--- src/dfcr_pkg.sv ---
/*
 * Shared constants and carrier types for the dual-FIFO flag and control
 * register set. Assumes a 16-bit host port with two address lines.
 */
package dfcr_pkg;
   // Array depth and widths
   localparam int unsigned DEPTH = 1024;
   localparam int unsigned CW    = 11;
   localparam int unsigned OFW   = 10;
   localparam logic [CW-1:0] DEPTH_CNT = 11'h400;

   // Host port addresses
   localparam logic [1:0] ADDR_CFG  = 2'h2;
   localparam logic [1:0] ADDR_CMD  = 2'h3;

   // Command word fields: opcode in [5:3], operand in [2:0]
   localparam int unsigned OP_LSB  = 3;
   localparam logic [2:0]  OP_RST  = 3'h0;
   localparam logic [2:0]  OP_SEL  = 3'h1;
   localparam logic [2:0]  OP_DIR  = 3'h2;
   localparam logic [2:0]  RST_REV = 3'h1;
   localparam logic [2:0]  RST_FWD = 3'h2;
   localparam logic [2:0]  RST_DMA = 3'h4;
   localparam logic [2:0]  RST_ALL = 3'h7;

   // Configuration register indexes
   localparam logic [2:0] CR_ROUTE = 3'h4;
   localparam logic [2:0] CR_GCTL  = 3'h5;
   localparam logic [2:0] CR_PIOD  = 3'h6;
   localparam logic [2:0] CR_PIOM  = 3'h7;

   // Status word bit positions
   localparam int unsigned ST_DIR  = 3;
   localparam int unsigned ST_FE   = 4;
   localparam int unsigned ST_FAE  = 5;
   localparam int unsigned ST_RF   = 6;
   localparam int unsigned ST_RAF  = 7;
   localparam int unsigned ST_FF   = 12;
   localparam int unsigned ST_FAF  = 13;
   localparam int unsigned ST_RE   = 14;
   localparam int unsigned ST_RAE  = 15;

   // General control bit positions
   localparam int unsigned GC_STYLE = 0;
   localparam int unsigned GC_FULL  = 2;
   localparam int unsigned GC_EMPTY = 3;
   localparam int unsigned GC_REQP  = 4;
   localparam int unsigned GC_ACKP  = 5;
   localparam int unsigned GC_DLY   = 6;
   localparam int unsigned GC_WID   = 8;
   localparam int unsigned GC_DIV   = 9;
   localparam int unsigned GC_MODE  = 10;
   localparam logic [15:0] GC_MASK  = 16'h07FD;

   // Reset values and misc
   localparam logic [15:0] ROUTE_RST = 16'h6420;
   localparam logic [15:0] ZERO16    = 16'h0000;
   localparam logic [2:0]  DLY_BASE  = 3'h2;
   localparam int unsigned PIOW      = 6;
   localparam int unsigned SELW      = 4;

   // Host port request
   typedef struct packed {
      logic        cs;
      logic        rd;
      logic        wr;
      logic [1:0]  addr;
      logic [15:0] wdata;
   } dfcr_bus_type;

   // Four flags of one array
   typedef struct packed {
      logic almost_full;
      logic full;
      logic almost_empty;
      logic empty;
   } dfcr_flags_type;

   // Decoded general control
   typedef struct packed {
      logic       strobe_ds;
      logic       fwd_full_reread;
      logic       rev_empty_rewrite;
      logic       req_active_low;
      logic       ack_active_high;
      logic [2:0] ack_delay;
      logic       strobe_two;
      logic       clk_div2;
      logic       peripheral;
   } dfcr_ctl_type;
endpackage

--- src/dfcr_regs.sv ---
/*
 * Flag status and configuration register bank of a bidirectional dual FIFO.
 * Assumes the host port is synchronous to clk_in and that pointer logic
 * outside supplies word counts and pointer-meet levels.
 */
// Notes on behaviour
// - Status bit 3 direction; 4,5,6,7,12,13,14,15 carry flags; rest reserved.
// - Four offset registers hold thresholds in bits 9..0; bits 15..10 ignored.
// - Each array has empty, almost-empty, almost-full and full flags.
// - Hardware reset and reset-all clear every almost offset to zero.
// - Empty/full and almost-empty/almost-full keep separate update timing.
// - Codes 0 to 7 pick the eight flags in fixed order.
// - Control bit 0 picks separate strobes or data strobe with direction.
// - Control bit 2 picks forward full at read or reread pointer.
// - Control bit 3 picks reverse empty at write or rewrite pointer.
// - Bits 4 and 5 set request and acknowledge pin polarities.
// - Bits 7..6 set request to acknowledge delay of 2 to 5 clocks.
// - Bit 8 sets strobe width to one or two internal clocks.
// - Bit 9 divides the transfer clock by two.
// - Bit 10 selects processor or peripheral role for port b.
// - Routing register resets to reverse full, reverse empty, fwd full, fwd empty.
// - Flags follow word count against depth and offsets.
`timescale 1ns/1ps
module dfcr_regs (
   // Clock and reset
   input  wire logic                      clk_in,
   input  wire logic                      srst_in,
   // Host port
   input  dfcr_pkg::dfcr_bus_type         bus_in,
   output logic [15:0]                    rdata_out,
   // Fill state from pointer logic
   input  wire logic [dfcr_pkg::CW-1:0]   fwd_count_in,
   input  wire logic [dfcr_pkg::CW-1:0]   rev_count_in,
   input  wire logic                      fwd_meet_reread_in,
   input  wire logic                      rev_meet_rewrite_in,
   // Programmable pins
   input  wire logic [5:0]                pio_in,
   output logic      [5:0]                pio_out,
   output logic      [5:0]                pio_oe_out,
   // Flags
   output logic      [3:0]                ext_flag_pins_out,
   // Control to transfer engine
   output dfcr_pkg::dfcr_ctl_type         ctl_out,
   output logic                           dma_read_dir_out,
   output logic                           fwd_reset_out,
   output logic                           rev_reset_out,
   output logic                           dma_reset_out
);
   import dfcr_pkg::*;

   typedef struct packed {
      logic [3:0][OFW-1:0] ofs;
      logic [15:0]         route;
      logic [15:0]         gctl;
      logic [PIOW-1:0]     pio_data;
      logic [PIOW-1:0]     pio_dir;
      logic [2:0]          sel;
      logic                dma_dir;
      logic [15:0]         rdata;
      logic                fwd_rst;
      logic                rev_rst;
      logic                dma_rst;
   } dfcr_state_type;

   dfcr_state_type state;
   dfcr_state_type next_state;
   dfcr_flags_type fwd_flags;
   dfcr_flags_type rev_flags;
   logic [7:0]     flag_vec;
   logic [15:0]    status;
   logic [15:0]    cfg_rd;
   logic           wr_cfg;
   logic           wr_cmd;
   logic [2:0]     op;
   logic [2:0]     arg;

   // Forward and reverse flag generators
   dfcr_flag_gen u_fwd (
      .clk_in           (clk_in),
      .srst_in          (srst_in),
      .count_in         (fwd_count_in),
      .ae_ofs_in        (state.ofs[0]),
      .af_ofs_in        (state.ofs[1]),
      .alt_full_in      (fwd_meet_reread_in),
      .alt_empty_in     (1'b0),
      .use_alt_full_in  (state.gctl[GC_FULL]),
      .use_alt_empty_in (1'b0),
      .flags_out        (fwd_flags)
   );

   dfcr_flag_gen u_rev (
      .clk_in           (clk_in),
      .srst_in          (srst_in),
      .count_in         (rev_count_in),
      .ae_ofs_in        (state.ofs[2]),
      .af_ofs_in        (state.ofs[3]),
      .alt_full_in      (1'b0),
      .alt_empty_in     (rev_meet_rewrite_in),
      .use_alt_full_in  (1'b0),
      .use_alt_empty_in (state.gctl[GC_EMPTY]),
      .flags_out        (rev_flags)
   );

   // Flags in selector-code order
   assign flag_vec = {rev_flags.almost_full, rev_flags.full,
                      rev_flags.almost_empty, rev_flags.empty,
                      fwd_flags.almost_full, fwd_flags.full,
                      fwd_flags.almost_empty, fwd_flags.empty};

   dfcr_flag_route u_route (
      .clk_in   (clk_in),
      .srst_in  (srst_in),
      .route_in (state.route),
      .flags_in (flag_vec),
      .pins_out (ext_flag_pins_out)
   );

   // Status word assembly, reserved bits zero
   always_comb begin
      status = ZERO16;
      status[ST_DIR] = state.dma_dir;
      status[ST_FE]  = fwd_flags.empty;
      status[ST_FAE] = fwd_flags.almost_empty;
      status[ST_RF]  = rev_flags.full;
      status[ST_RAF] = rev_flags.almost_full;
      status[ST_FF]  = fwd_flags.full;
      status[ST_FAF] = fwd_flags.almost_full;
      status[ST_RE]  = rev_flags.empty;
      status[ST_RAE] = rev_flags.almost_empty;
   end

   // Selected configuration register read mux
   always_comb begin
      cfg_rd = ZERO16;
      case (state.sel)
         CR_ROUTE: cfg_rd = state.route;
         CR_GCTL:  cfg_rd = state.gctl & GC_MASK;
         CR_PIOD: begin
            for (int i = 0; i < PIOW; i++) begin
               cfg_rd[i] = state.pio_dir[i] ? state.pio_data[i] : pio_in[i];
            end
         end
         CR_PIOM:  cfg_rd = {10'h000, state.pio_dir};
         default:  cfg_rd = {6'h00, state.ofs[state.sel[1:0]]};
      endcase
   end

   // Write strobes and command fields
   assign wr_cfg = bus_in.cs && bus_in.wr && (bus_in.addr == ADDR_CFG);
   assign wr_cmd = bus_in.cs && bus_in.wr && (bus_in.addr == ADDR_CMD);
   assign op  = bus_in.wdata[OP_LSB +: 3];
   assign arg = bus_in.wdata[2:0];

   // Register updates, commands and read data
   always_comb begin
      next_state = state;
      next_state.fwd_rst = 1'b0;
      next_state.rev_rst = 1'b0;
      next_state.dma_rst = 1'b0;
      if (wr_cfg) begin
         case (state.sel)
            CR_ROUTE: next_state.route = bus_in.wdata;
            CR_GCTL:  next_state.gctl = bus_in.wdata & GC_MASK;
            CR_PIOD:  next_state.pio_data = bus_in.wdata[PIOW-1:0];
            CR_PIOM:  next_state.pio_dir = bus_in.wdata[PIOW-1:0];
            default:  next_state.ofs[state.sel[1:0]] = bus_in.wdata[OFW-1:0];
         endcase
      end
      if (wr_cmd) begin
         case (op)
            OP_SEL: next_state.sel = arg;
            OP_DIR: begin
               if (state.gctl[GC_MODE]) begin
                  next_state.dma_dir = arg[0];
               end
            end
            OP_RST: begin
               next_state.rev_rst = (arg == RST_REV) || (arg == (RST_REV | RST_FWD))
                                    || (arg == RST_ALL);
               next_state.fwd_rst = (arg == RST_FWD) || (arg == (RST_REV | RST_FWD))
                                    || (arg == RST_ALL);
               next_state.dma_rst = (arg == RST_DMA) || (arg == RST_ALL);
               if (arg == RST_ALL) begin
                  next_state.ofs      = '0;
                  next_state.route    = ROUTE_RST;
                  next_state.gctl     = ZERO16;
                  next_state.pio_data = '0;
                  next_state.pio_dir  = '0;
               end
            end
            default: next_state.sel = state.sel;
         endcase
      end
      if (bus_in.cs && bus_in.rd) begin
         next_state.rdata = (bus_in.addr == ADDR_CMD) ? status : cfg_rd;
      end
   end

   // State register
   always_ff @(posedge clk_in) begin
      if (srst_in) begin
         state <= '{ofs: '0, route: ROUTE_RST, default: '0};
      end else begin
         state <= next_state;
      end
   end

   // Decoded control fields
   always_comb begin
      ctl_out.strobe_ds         = state.gctl[GC_STYLE];
      ctl_out.fwd_full_reread   = state.gctl[GC_FULL];
      ctl_out.rev_empty_rewrite = state.gctl[GC_EMPTY];
      ctl_out.req_active_low    = state.gctl[GC_REQP];
      ctl_out.ack_active_high   = state.gctl[GC_ACKP];
      ctl_out.ack_delay = DLY_BASE + {1'b0, state.gctl[GC_DLY +: 2]};
      ctl_out.strobe_two        = state.gctl[GC_WID];
      ctl_out.clk_div2          = state.gctl[GC_DIV];
      ctl_out.peripheral        = state.gctl[GC_MODE];
   end

   // Outputs
   assign rdata_out        = state.rdata;
   assign pio_out          = state.pio_data;
   assign pio_oe_out       = state.pio_dir;
   assign dma_read_dir_out = state.dma_dir;
   assign fwd_reset_out    = state.fwd_rst;
   assign rev_reset_out    = state.rev_rst;
   assign dma_reset_out    = state.dma_rst;
endmodule

--- src/dfcr_flag_gen.sv ---
/*
 * Four flags of one FIFO array from its word count and offsets.
 * Assumes the count and alternate pointer-meet levels are synchronous.
 */
`timescale 1ns/1ps
module dfcr_flag_gen (
   // Clock and reset
   input  wire logic                        clk_in,
   input  wire logic                        srst_in,
   // Fill state
   input  wire logic [dfcr_pkg::CW-1:0]     count_in,
   input  wire logic [dfcr_pkg::OFW-1:0]    ae_ofs_in,
   input  wire logic [dfcr_pkg::OFW-1:0]    af_ofs_in,
   // Alternate pointer-meet definitions
   input  wire logic                        alt_full_in,
   input  wire logic                        alt_empty_in,
   input  wire logic                        use_alt_full_in,
   input  wire logic                        use_alt_empty_in,
   // Flags
   output dfcr_pkg::dfcr_flags_type         flags_out
);
   import dfcr_pkg::*;

   typedef struct packed {
      dfcr_flags_type       flags;
      logic [CW-1:0]        cnt_d;
   } dfcr_fg_state_type;

   dfcr_fg_state_type state;
   dfcr_fg_state_type next_state;

   // Fixed flags follow the count one cycle later, almost flags two
   always_comb begin
      next_state = state;
      next_state.cnt_d = count_in;
      next_state.flags.empty = use_alt_empty_in ? alt_empty_in
                                                : (count_in == '0);
      next_state.flags.full  = use_alt_full_in ? alt_full_in
                                               : (count_in == DEPTH_CNT);
      next_state.flags.almost_empty = state.cnt_d <= {1'b0, ae_ofs_in};
      next_state.flags.almost_full  =
         state.cnt_d >= (DEPTH_CNT - {1'b0, af_ofs_in});
   end

   // State register
   always_ff @(posedge clk_in) begin
      if (srst_in) begin
         state <= '{flags: '{almost_empty: 1'b1, empty: 1'b1, default: 1'b0},
                    cnt_d: '0};
      end else begin
         state <= next_state;
      end
   end

   assign flags_out = state.flags;
endmodule

--- src/dfcr_flag_route.sv ---
/*
 * Selects one of eight internal flags for each of four external flag pins.
 * Assumes the flag vector is ordered by selector code.
 */
`timescale 1ns/1ps
module dfcr_flag_route (
   // Clock and reset
   input  wire logic          clk_in,
   input  wire logic          srst_in,
   // Selection
   input  wire logic [15:0]   route_in,
   input  wire logic [7:0]    flags_in,
   // Pins a..d
   output logic      [3:0]    pins_out
);
   import dfcr_pkg::*;

   typedef struct packed {
      logic [3:0] pins;
   } dfcr_rt_state_type;

   dfcr_rt_state_type state;
   dfcr_rt_state_type next_state;
   logic [3:0]        pick;

   // One selector nibble per pin; codes above seven drive low
   genvar g;
   generate
      for (g = 0; g < 4; g++) begin : g_pin
         logic [SELW-1:0] sel;
         assign sel = route_in[g*SELW +: SELW];
         assign pick[g] = sel[SELW-1] ? 1'b0 : flags_in[sel[2:0]];
      end
   endgenerate

   // Registered pin values
   always_comb begin
      next_state = state;
      next_state.pins = pick;
   end

   always_ff @(posedge clk_in) begin
      if (srst_in) begin
         state <= '0;
      end else begin
         state <= next_state;
      end
   end

   assign pins_out = state.pins;
endmodule

--- config.mk ---
export PLATFORM = sky130hd
export DESIGN_NAME = dfcr_regs
export DESIGN_NICKNAME = d
export VERILOG_FILES = /design/src/dfcr_pkg.sv /design/src/dfcr_regs.sv /design/src/dfcr_flag_gen.sv /design/src/dfcr_flag_route.sv
export SDC_FILE = /design/constraint.sdc
export NUM_CORES = 1
export LEC_CHECK = 0
export ABC_AREA = 1
export BUFFER_PORTS_ARGS = -buffer_cell sky130_fd_sc_hd__buf_2
export CORE_MARGIN = 1
export CORE_UTILIZATION = 28
export CTS_CLUSTER_SIZE = 20
export DETAILED_ROUTE_END_ITERATION = 10
export PLACE_DENSITY_LB_ADDON = 0.1
export REMOVE_ABC_BUFFERS = 1
export SKIP_LAST_GASP = 1
export SYNTH_ARGS = -nofsm -noshare
export SYNTH_HDL_FRONTEND = slang
export SYNTH_SLANG_ARGS = --single-unit
--- constraint.sdc ---
create_clock -name clk_in -period 2.9 [get_ports clk_in]
set_clock_uncertainty 0.05 [all_clocks]
set_input_delay 0.58 -clock clk_in [delete_from_list [all_inputs] [get_ports clk_in]]
set_output_delay 0.58 -clock clk_in [all_outputs]
set_load 0.1 [all_outputs]
======== Word level (Yosys, flattened, before mapping) ========
Index checks and enable logic that the tools add are counted.
storage, ports and cells
  word-level logic and storage cells ...... 116
  output and inout bits ................... 47
  register bits after elaboration ......... 141
  input port bits ......................... 53
cells by class
  $add $sub $neg .......................... 3
  reduce and logical (&&, ||, !) cells .... 22
  $lt $le $gt $ge ......................... 10
  mux-type cells .......................... 36
  bitwise operators ....................... 2
  equal/unequal tests ..................... 15
operators by type and width
  operator                                             count
  two-way mux 84 bit                                   3
  two-way mux 88 bit                                   1
  two-way mux 16 bit                                   3
  bitwise mux 40 bit                                   1
  two-way mux 40 bit                                   1
  case mux 10 bit (3 select lines)                     1
  case mux 6 bit (4 select lines)                      1
  equality test 11 bit, second input constant          2
  greater-or-equal comparator 11 bit                   2
  less-or-equal comparator 11 x 10 -> 1 bit            2
  logical NOT 11 bit                                   2
  subtractor 11 x 10 -> 11 bit, first input constant   2
  binary-select mux 10 bit (select 2 bit)              1
  demux 10 bit (select 2 bit)                          1
  two-way mux 10 bit                                   2
  equality test 3 bit, second input constant           6
  < comparator 3 x 4 -> 1 bit, second input constant   4
  two-way mux 1 bit                                    14
  binary-select mux 1 bit (select 3 bit)               4
  two-way mux 6 bit                                    2
  OR reduction 2 bit                                   5
  equality test 3 x 2 -> 1 bit, second input constant  3
  equality test 3 x 1 -> 1 bit, second input constant  2
  logical AND 1 bit                                    5
  other kinds (12)                                     18

======== Longest topological paths before layout ========
Gate-level depths: netlist of the first run.
  word-level depth ........................ 10
  depth in mapped cells ................... 15
  mapped depth without buffers ............ 15

======== Hierarchy ========
Synthesis of the first run repeated with hierarchy kept, for this count alone.
unflattened totals
  cell total of the unflattened synthesis .. 1200
  area total of the unflattened synthesis .. 7998.9 um2
by module, submodules not included
  module           times used  cells an instance  seq. area each (um2)  area each (um2)
  dfcr_regs        1           748                2021.9                5071.1
  dfcr_flag_gen    2           180                300.3                 1248.7
  dfcr_flag_route  1           92                 80.1                  430.4

======== Least setup slack after synthesis of the first run ========
Ideal clock, no wire load.
  path type ............................... flip-flop to flip-flop
  start point ............................. register state[77] in the netlist's numbering
  end point ............................... register u_fwd.state, in the netlist u_fwd.flags_out[3]
  setup slack ............................. 786 ps
  required time ........................... 2722 ps
  arrival ................................. 1936 ps
  cell stages (with the launch flop) ...... 14
  buffers on the path ..................... 0
  setup time .............................. 128 ps
  path through ............................ dfxtp_1 inv_1 ha_1 nand2_1 nor2_1 nand3_1 nor3_1 xor2_1 ha_1 a21oi_1 o21a_1 nand3_1 nor2_1 nor2_1
between the ends
  word-level cells in the longest chain between the ends .. 2
ends and longest elaborated chain
  what                                RTL line             RTL
  from (decl)                         dfcr_regs.sv:65      dfcr_state_type state;
  from (signal assigned)              dfcr_regs.sv:204     state <= next_state;
  subtractor 11 x 10 -> 11 bit        dfcr_flag_gen.sv:42  state.cnt_d >= (DEPTH_CNT - {1'b0, af_ofs_in});
  greater-or-equal comparator 11 bit  dfcr_flag_gen.sv:42
  to (signal assigned)                dfcr_flag_gen.sv:48  state <= '{flags: '{almost_empty: 1'b1, empty: 1'b1, default: 1'b0},
  to (signal assigned)                dfcr_flag_gen.sv:51  state <= next_state;
  to (decl)                           dfcr_flag_gen.sv:29  dfcr_fg_state_type state;
Every way passes these cells.
A chain may end at the register's enable or synchronous reset.

======== Final worst setup path of the first run ========
Same ends and word-level chain as after synthesis.

==> results of run 1 <==
## cells in the mapped netlist (13+ instances only)
master	instances
sky130_fd_sc_hd__a21oi_1	75
sky130_fd_sc_hd__buf_4	43
sky130_fd_sc_hd__clkbuf_1	15
sky130_fd_sc_hd__dfxtp_1	135
sky130_fd_sc_hd__ha_1	44
sky130_fd_sc_hd__inv_1	114
sky130_fd_sc_hd__nand2_1	231
sky130_fd_sc_hd__nand3_1	57
sky130_fd_sc_hd__nand4_1	13
sky130_fd_sc_hd__nor2_1	185
sky130_fd_sc_hd__nor3_1	13
sky130_fd_sc_hd__o21ai_0	92
sky130_fd_sc_hd__xor2_1	14
## cells in the final DEF (no fill, tap or decap), types with 2 or more instances in the layout
cell type | synthesis | layout
sky130_fd_sc_hd__and3_1 | 2 | 2
sky130_fd_sc_hd__buf_2 | 11 | 99
sky130_fd_sc_hd__inv_1 | 114 | 114
sky130_fd_sc_hd__a211oi_1 | 5 | 5
sky130_fd_sc_hd__nor2_1 | 185 | 185
sky130_fd_sc_hd__ha_1 | 44 | 44
sky130_fd_sc_hd__o21ai_0 | 92 | 92
sky130_fd_sc_hd__o21a_1 | 3 | 3
sky130_fd_sc_hd__nand2_1 | 231 | 231
sky130_fd_sc_hd__nand2_2 | 5 | 5
sky130_fd_sc_hd__nand3_1 | 57 | 57
sky130_fd_sc_hd__clkbuf_16 | 0 | 17
sky130_fd_sc_hd__clkbuf_1 | 15 | 3
sky130_fd_sc_hd__o211ai_1 | 2 | 2
sky130_fd_sc_hd__clkinvlp_4 | 0 | 3
sky130_fd_sc_hd__clkinv_2 | 1 | 4
sky130_fd_sc_hd__nor2_2 | 4 | 4
sky130_fd_sc_hd__a21oi_1 | 75 | 75
sky130_fd_sc_hd__a31oi_1 | 4 | 4
sky130_fd_sc_hd__o21ai_1 | 2 | 2
sky130_fd_sc_hd__or2_2 | 2 | 2
sky130_fd_sc_hd__xor2_1 | 14 | 14
sky130_fd_sc_hd__nor2_4 | 3 | 3
sky130_fd_sc_hd__inv_2 | 2 | 2
sky130_fd_sc_hd__clkbuf_8 | 0 | 3
sky130_fd_sc_hd__bufinv_16 | 0 | 2
sky130_fd_sc_hd__buf_4 | 43 | 14
sky130_fd_sc_hd__o22ai_1 | 2 | 2
sky130_fd_sc_hd__nor3_1 | 13 | 13
sky130_fd_sc_hd__dfxtp_1 | 135 | 135
sky130_fd_sc_hd__nand4_1 | 13 | 13
## worst min path at each step
stage / start / end / slack, ns / depth (start not counted)
final: rev_count_in[5] / u_rev.state[5]$_SDFF_PP0_ / 0.31 / 3
after global routing: fwd_count_in[8] / u_fwd.state[8]$_SDFF_PP0_ / 0.31 / 3
after CTS: rev_count_in[2] / u_rev.state[2]$_SDFF_PP0_ / 0.30 / 3
after detailed placement: rdata_out[2]$_SDFFE_PP0P_ / rdata_out[2]$_SDFFE_PP0P_ / 0.43 / 2
after global placement: rdata_out[2]$_SDFFE_PP0P_ / rdata_out[2]$_SDFFE_PP0P_ / 0.42 / 2
after floorplan: state[62]$_SDFF_PP0_ / state[62]$_SDFF_PP0_ / 0.40 / 2
## cells by family (layout without fill, tap and decap cells)
kind of cell,Yosys count,in the layout
buf+inv,197,263
flops,135,135
fa+ha+maj,44,44
compound gates,188,188
simple gates,519,519
xor+xnor,14,14
## power breakdown
| group | internal (uW) | total [uW] | switching, uW |
|---|---|---|---|
| sequential | 1900 | 1930 | 33.5 |
| combinational | 129 | 437 | 308 |
| clock | 1330 | 2180 | 852 |
## area by class of cell
cell class / count / share of cell area [%]
multi-input cells: 765 / 44.4
flip-flops and latches: 135 / 31.6
repair buffers: 114 / 7.25
clock buffers: 23 / 5.58
inverters: 118 / 5.19
well taps: 335 / 4.90
clock inverters: 8 / 1.14
## metal layers
metal | share of wire, % | vias up
met3 | 3.8 | 13
met4 | 0.98 | 0
met5 | 0 | -
met1 | 51 | 3110
met2 | 44 | 123
li1 | - | 3592
## flip-flops by register name, summed over array words and instances (netlist names)
| signal | cells |
|---|---|
| u_route.pins_out | 4 |
| u_fwd.flags_out | 4 |
| fwd_reset_out | 1 |
| u_fwd.state | 11 |
| dma_read_dir_out | 1 |
| state | 61 |
| rev_reset_out | 1 |
| u_rev.state | 11 |
| rdata_out | 16 |
| ctl_out | 8 |
| u_rev.flags_out | 4 |
| dma_reset_out | 1 |
| pio_out | 6 |
| pio_oe_out | 6 |
## through the flow
stage | cells | hold slack (ns) | worst slack (ns)
floorplan | 1018 | 0.404 | 0.624
global placement | 1467 | 0.421 | 0.569
detailed placement | 1467 | 0.435 | 0.507
CTS | 1498 | 0.303 | 0.491
global route | 1498 | 0.315 | 0.182
finish | 1498 | 0.315 | 0.529
## worst reg2reg max path: stages, from the launching register on
cell and delay [ns]:
sky130_fd_sc_hd__dfxtp_1 0.32, sky130_fd_sc_hd__inv_1 0.11, sky130_fd_sc_hd__ha_1 0.20, sky130_fd_sc_hd__nand2_1 0.06, sky130_fd_sc_hd__nor2_1 0.15, sky130_fd_sc_hd__nand3_1 0.14
sky130_fd_sc_hd__nor3_1 0.28, sky130_fd_sc_hd__nand3_1 0.13, sky130_fd_sc_hd__ha_1 0.33, sky130_fd_sc_hd__a21oi_1 0.15, sky130_fd_sc_hd__o21a_1 0.13, sky130_fd_sc_hd__nand3_1 0.07
sky130_fd_sc_hd__nor2_1 0.08, sky130_fd_sc_hd__nor2_1 0.04
==> PnR_summary.wiki, run 1 <==
{| class="wikitable"
! Metric !! Value
|-
| Outcome || finished with violations
|-
| Violated checks || design-rule violations
|-
| Number of violations reported at the end of detailed-routing iteration 0 || 377
|-
| Register area || 2700 um^2
|-
| Kind of launch point of the worst setup path || register
|-
| Number of antenna violations at the first check in global routing || 0
|-
| R2R cell count || 13
|-
| GRT met3 Usage || 2.72%
|-
| Yosys Warn Count || 0
|-
| Fin. max-slew vios || 0
|-
| GRT Residual Overflow || 0
|-
| Clock sink total || 135
|-
| Count of cell instances traversed by the critical path || 13
|-
| Ranking of synthesized cells by area || sky130_fd_sc_hd__dfxtp_1, sky130_fd_sc_hd__nand2_1, sky130_fd_sc_hd__nor2_1
|-
| Effective utilization at floorplan || 28.7%
|-
| Number of violations of the max-capacitance limit || 0
|-
| Post-synth ARST share || 0%
|-
| CTS HTree Levels || 4
|-
| Worst r2r src || state[77]$_SDFF_PP0_
|-
| Final worst path period need || about 2.4 ns
|-
| First-pass GRT wire length || 37300 um
|-
| Global route hottest layer || met2
|-
| Pin count of the biggest net entering global routing || 58
|-
| Share of the synthesized area in compound gates (AO/OA/AOI/OAI) || 13.1%
|-
| Top-area cell type share of the netlist area || 36.1%
|-
| Cell with the largest stage delay on the worst path || sky130_fd_sc_hd__ha_1
|-
| Final hold vios || 0
|-
| Vias per std cell || around 4.6
|-
| Multi-input logic area || 3800 um^2
|-
| Cell family with most CP delay || simple AND/OR/NAND/NOR gates
|-
| Number of resized instances in the post-cts repair step || 0
|-
| Leakage power figure || ~0.0042 uW
|-
| Row count || a little under 60
|-
| Number of buffers added for setup after CTS || 0
|-
| Nets || around 1200
|-
| Setup repair after global routing missed its margin || no
|-
| End point of the critical path || u_fwd.flags_out[3]$_SDFF_PP0_
|-
| Final worst-path cycle share || approximately four fifths
|-
| Synthesized-area fraction occupied by adder cells || 7.35%
|-
| Share of the synthesized netlist area taken by xor and xnor gates || under 10%
|-
| Achievable Freq || ~420 MHz
|-
| Met2 GRT Util || 28.8%
|-
| Arrival time at the worst endpoint || roughly 2.6 ns
|-
| Netlist area before placement || roughly 7500 um^2
|-
| CTS max path bufs || 2
|-
| Met1 track demand over resource || a little over a quarter
|-
| Power Dens Cells || about 530 nW/um^2
|-
| Slew at the pin with the worst max-slew slack || 0.583 ns
|-
| Maximum cell stage delay along the critical path || 0.33 ns
|-
| Multiplexer area fraction after synthesis || 0%
|-
| Avg Inst Size Synth || around 6.8 um^2
|-
| Library cell with the largest summed area after synthesis || sky130_fd_sc_hd__dfxtp_1
|-
| DR pass1 iterations || 8
|-
| Number of setup violations in the final report || 0
|-
| Via count || 6838
|-
| Ys flop type || sky130_fd_sc_hd__dfxtp_1
|-
| Number of buffers inserted for hold repair after clock tree synthesis || 0
|-
| Count of unique library cells instantiated by Yosys || 36
|-
| Clock tree from TritonCTS || yes
|-
| Routed wire length || 24400 um
|-
| Number of synthesized register bits || 135
|-
| Combinational family with the most area after synthesis || simple AND/OR/NAND/NOR gates
|-
| Number of nets with antenna violations after routing || 0
|-
| Register-to-register setup slack || between 0.5 and 0.6 ns
|-
| Synth-to-layout area growth || 14.3%
|-
| Worst VDD drop || 308 uV
|-
| Clock Pin Slew Worst Setup and Hold Paths || ~0.060 ns
|-
| Skew-Pair Late Insertion Delay || ~0.43 ns
|-
| Top-Level Pins || 100
|-
| WP buf/inv || 1
|-
| Total power || between 4000 and 5000 uW
|-
| Cell area after placement || around 8000 um^2
|-
| Total of buffers placed on input and output ports || 99
|-
| Kind of critical path || reg -> reg
|-
| Worst setup startpoint || state[77]$_SDFF_PP0_
|-
| Placer's final routability congestion estimate || approximately 0.77
|-
| Cell-by-cell trace of the critical path || inv_1, ha_1, nand2_1, nor2_1, nand3_1, nor3_1, nand3_1, ha_1, a21oi_1, o21a_1, nand3_1, nor2_1, nor2_1
|-
| Number of inserted diodes || 0
|-
| DIE WIDTH || roughly 170 um
|-
| Maximum fanout encountered on the critical timing path || 4
|-
| EDFF count, synth || 0
|-
| Synthesized netlist cell count || between 1000 and 1500
|-
| Final Util || 32.8%
|-
| Die height || roughly 170 um
|-
| GRT Resource Usage Total || 18.6%
|-
| Core Footprint || about 26000 um^2
|-
| Share of synthesized area occupied by flip-flops and latches || between 30% and 40%
|-
| Slew margin rel. || 61.1%
|-
| Clock tree root buffer cell || sky130_fd_sc_hd__clkbuf_16
|-
| Full die area || ~27000 um^2
|-
| Fill cell instance count of the final layout || roughly 3000
|-
| Capturing point of the worst reg2reg path || u_fwd.flags_out[3]$_SDFF_PP0_
|-
| Proportion of layout cells with a drive suffix above 1 || approximately 14%
|-
| Simple-gate share of the synthesized area || about 29%
|-
| Class of the tightest hold or removal check || in -> reg
|-
| Remaining design rule violation count || 4
|-
| Final sum of negative setup slack || 0 ns
|-
| Finished Cell Area || around 8600 um^2
|-
| Number of global-route vias before repair || 6440
|-
| Worst Setup End Kind || register
|-
| Sum of net half-perimeters after detailed placement || between 15000 and 20000 um
|-
| Number of clock buffers inserted by TritonCTS || 17
|-
| Data required time of the critical path || between 3 and 4 ns
|-
| Average wire per standard cell || 16.3 um
|}
Note: power is estimated with default switching activity, not from simulation.
==> run 2, diff against run 1 <==
clock period = 2.2 ns   (was 2.9 ns; I/O delays follow)
==> run 2 against run 1 <==
Register-to-register slack worse by 0.49 ns. Final area is 5.3% higher. Critical path type unchanged. The run still ends with design-rule violations left. Critical endpoint unchanged. Non-clock buffer count is 27 higher. Sequential power is 32% higher. Worst setup slack worse by 0.49 ns. Global-route usage is 0.44 points higher. Sequential cell count stayed put. Sequential share of layout area is 1.6 points lower. Count of clock-buffer cells in the layout stayed put.
==> PnR_summary.wiki, run 2 (same netlist as run 1, synthesis figures left out) <==
{| class="wikitable"
! Metric !! Value
|-
| Clock Pin Slew Worst Setup and Hold Paths || around 0.06 ns
|-
| Outcome || finished with violations
|-
| Via count || about 7000
|-
| Most common cell after layout, fill and taps aside || sky130_fd_sc_hd__nand2_1
|-
| Cell family with most CP delay || simple AND/OR/NAND/NOR gates
|-
| Number of inserted diodes || 0
|-
| Number of clock buffers inserted by TritonCTS || 17
|-
| Violated checks || design-rule violations
|-
| Kind of critical path || reg -> reg
|-
| Average wire per standard cell || approximately 17 um
|-
| WP buf/inv || 1
|-
| Placer's final routability congestion estimate || about 0.82
|-
| Synth-to-layout area growth || 20.3%
|-
| Row count || between 50 and 60
|-
| Max layer used || met4
|-
| Clock tree from TritonCTS || yes
|-
| Total power || 6260 uW
|-
| Effective utilization at floorplan || roughly 29%
|-
| Internal Dissipation || between 4000 and 5000 uW
|-
| GRT Residual Overflow || 0
|-
| Arrival time at the worst endpoint || between 2 and 2.5 ns
|-
| Register bank with the most flops || state
|-
| Cell with the largest stage delay on the worst path || sky130_fd_sc_hd__dfxtp_2
|-
| Cell-by-cell trace of the critical path || inv_2, ha_4, nand2_4, nor2_4, nand3_4, nor3_4, xor2_1, ha_1, a21oi_2, o21a_1, nand3_1, nor2_1, nor2_1
|-
| Clock tree root buffer cell || sky130_fd_sc_hd__clkbuf_16
|-
| Net Sw Power || about 1600 uW
|-
| Number of antenna violations at the first check in global routing || 0
|-
| Highest-count cells in the layout ignoring fill and taps || sky130_fd_sc_hd__nand2_1, sky130_fd_sc_hd__nor2_1, sky130_fd_sc_hd__dfxtp_1
|-
| CTS HTree Levels || 4
|-
| Top-Level Pins || 100
|-
| Maximum cell stage delay along the critical path || roughly 0.32 ns
|-
| Setup repair after global routing missed its margin || yes
|-
| Launch point of the worst hold path || rev_count_in[0]
|-
| Net Sw Frac || between 20 and 30%
|-
| Register-to-register setup slack || between 0.04 and 0.05 ns
|-
| Number of violations reported at the end of detailed-routing iteration 0 || 454
|-
| DIE WIDTH || between 150 and 200 um
|-
| Routed wire length || 25200 um
|-
| Number of buffers inserted for hold repair after clock tree synthesis || 0
|-
| Proportion of power drawn by flip-flops and latches || 40.6%
|-
| Number of nets with antenna violations after routing || 0
|-
| Pin count of the biggest net entering global routing || 38
|-
| Worst VDD drop || a little over 400 uV
|-
| DR pass1 iterations || 8
|-
| CTS max path bufs || 2
|-
| Leakage power figure || between 0.004 and 0.005 uW
|-
| Core Footprint || roughly 26000 um^2
|-
| Maximum fanout encountered on the critical timing path || 3
|-
| Total of buffers placed on input and output ports || a little under 100
|-
| Slew margin rel. || 67.1%
|-
| Number of setup violations in the final report || 0
|-
| Fill cell instance count of the final layout || 2915
|-
| Register area || roughly 2700 um^2
|-
| Sum of net half-perimeters after detailed placement || 19100 um
|-
| Final worst path period need || between 2 and 2.5 ns
|-
| Amount of wire on met3 after detailed routing || about 900 um
|-
| Kind of launch point of the worst setup path || register
|-
| Number of global-route vias before repair || 6617
|-
| Class of the tightest hold or removal check || in -> reg
|-
| Die height || between 150 and 200 um
|-
| Post-Route Hold Slack || between 0.15 and 0.2 ns
|-
| Final hold vios || 0
|-
| Fin. max-slew vios || 0
|-
| Detailed-routed wire length on met2 || roughly 11000 um
|-
| Skew-Pair Late Insertion Delay || about 0.42 ns
|-
| Final sum of negative setup slack || 0 ns
|-
| Multi-input logic area || roughly 4000 um^2
|-
| Largest register FFs || between 60 and 70
|-
| Nets || between 1000 and 1500
|-
| Data required time of the critical path || around 2.4 ns
|-
| Final worst-path cycle share || a little over nine tenths
|-
| Power share of the clock group || around half
|-
| Worst setup startpoint || state[77]$_SDFF_PP0_
|-
| Vias per std cell || 4.59
|-
| First-pass GRT wire length || 38400 um
|-
| Worst r2r src || state[77]$_SDFF_PP0_
|-
| GRT Resource Usage Total || a little under a fifth
|-
| Most used cell, CP || sky130_fd_sc_hd__nor2_1
|-
| Final Util || 34.5%
|-
| Achievable Freq || ~460 MHz
|-
| Slew at the pin with the worst max-slew slack || just under 0.5 ns
|-
| Relative contribution of combinational cells to total power || 9.7%
|-
| Remaining design rule violation count || 4
|-
| Clock sink total || approximately 140
|-
| Proportion of layout cells with a drive suffix above 1 || 18.2%
|-
| Power Dens Cells || 695 nW/um^2
|-
| Worst Setup End Kind || register
|-
| Met1 wire length || 12800 um
|-
| Full die area || between 20000 and 30000 um^2
|-
| Number of violations of the max-capacitance limit || 0
|}
[run 2: changes by cell type in the layout (fill, tap and decap cells not counted), sizes merged]
| cell | change |
|---|---|
| buf | +27 |
| clkinv | -1 |
| bufinv | +2 |
| clkinvlp | -1 |
[run 2: per-stage QoR]
step	std cells	setup slack (ns)	instance area, um^2
2_1_floorplan	1018	-0.0756	6940
3_3_place_gp	1493	-0.0133	8220
3_5_place_dp	1493	-0.0481	8220
4_1_cts	1524	-0.00937	8850
5_1_grt	1525	-0.151	9010
6_report	1525	0.0430	9010
[run 2: timing repair]
item | 4_1_cts | 5_1_grt
setup endpoints to repair | 2 | 2
resized for setup | 3 | 35
buffers inserted | 0 | 1
pin swaps | 0 | 14
hold endpoints to repair | 0 | 0
[run 2: worst reg2reg max path, delay by kind of cell (launching register included)]
| kind | cells | cell delay (ns) |
|---|---|---|
| simple gates | 7 | 0.72 |
| compound gates | 2 | 0.27 |
| buf+inv | 1 | 0.07 |
| fa+ha+maj | 2 | 0.43 |
| xor+xnor | 1 | 0.18 |
| flops | 1 | 0.32 |
[run 2: worst paths after layout]
| check | to | cells past startpoint |
|---|---|---|
| max | u_fwd.flags_out[3]$_SDFF_PP0_ | 13 |
| min | u_rev.state[0]$_SDFF_PP0_ | 3 |
| max reg2reg | u_fwd.flags_out[3]$_SDFF_PP0_ | 13 |
| min reg2reg | rdata_out[2]$_SDFFE_PP0P_ | 2 |
[run 2: cell type report]
class	instances	area share (%)
Clock buffer	23	5.30
Clock inverter	8	1.61
Inverter	118	4.93
Multi-Input combinational cell	765	44.0
Sequential cell	135	30.0
Tap cell	335	4.65
Timing Repair Buffer	141	9.55
[run 2: power groups by stage]
| stage | logic (uW) | clock network (uW) | registers, uW |
|---|---|---|---|
| 3_5_place_dp | 605 | 0 | 2590 |
| 2_1_floorplan | 258 | 0 | 2680 |
| 5_1_grt | 682 | 3290 | 2550 |
| 4_1_cts | 607 | 3190 | 2540 |
| 3_3_place_gp | 604 | 0 | 2600 |
| 6_report | 607 | 3120 | 2540 |
[run 2: layer usage]
metal  up-vias  global-route usage [%]
li1       3643                       -
met3        18                    2.70
met2       144                    29.9
met4         0                    4.83
met5         -                       0
met1      3193                    27.2
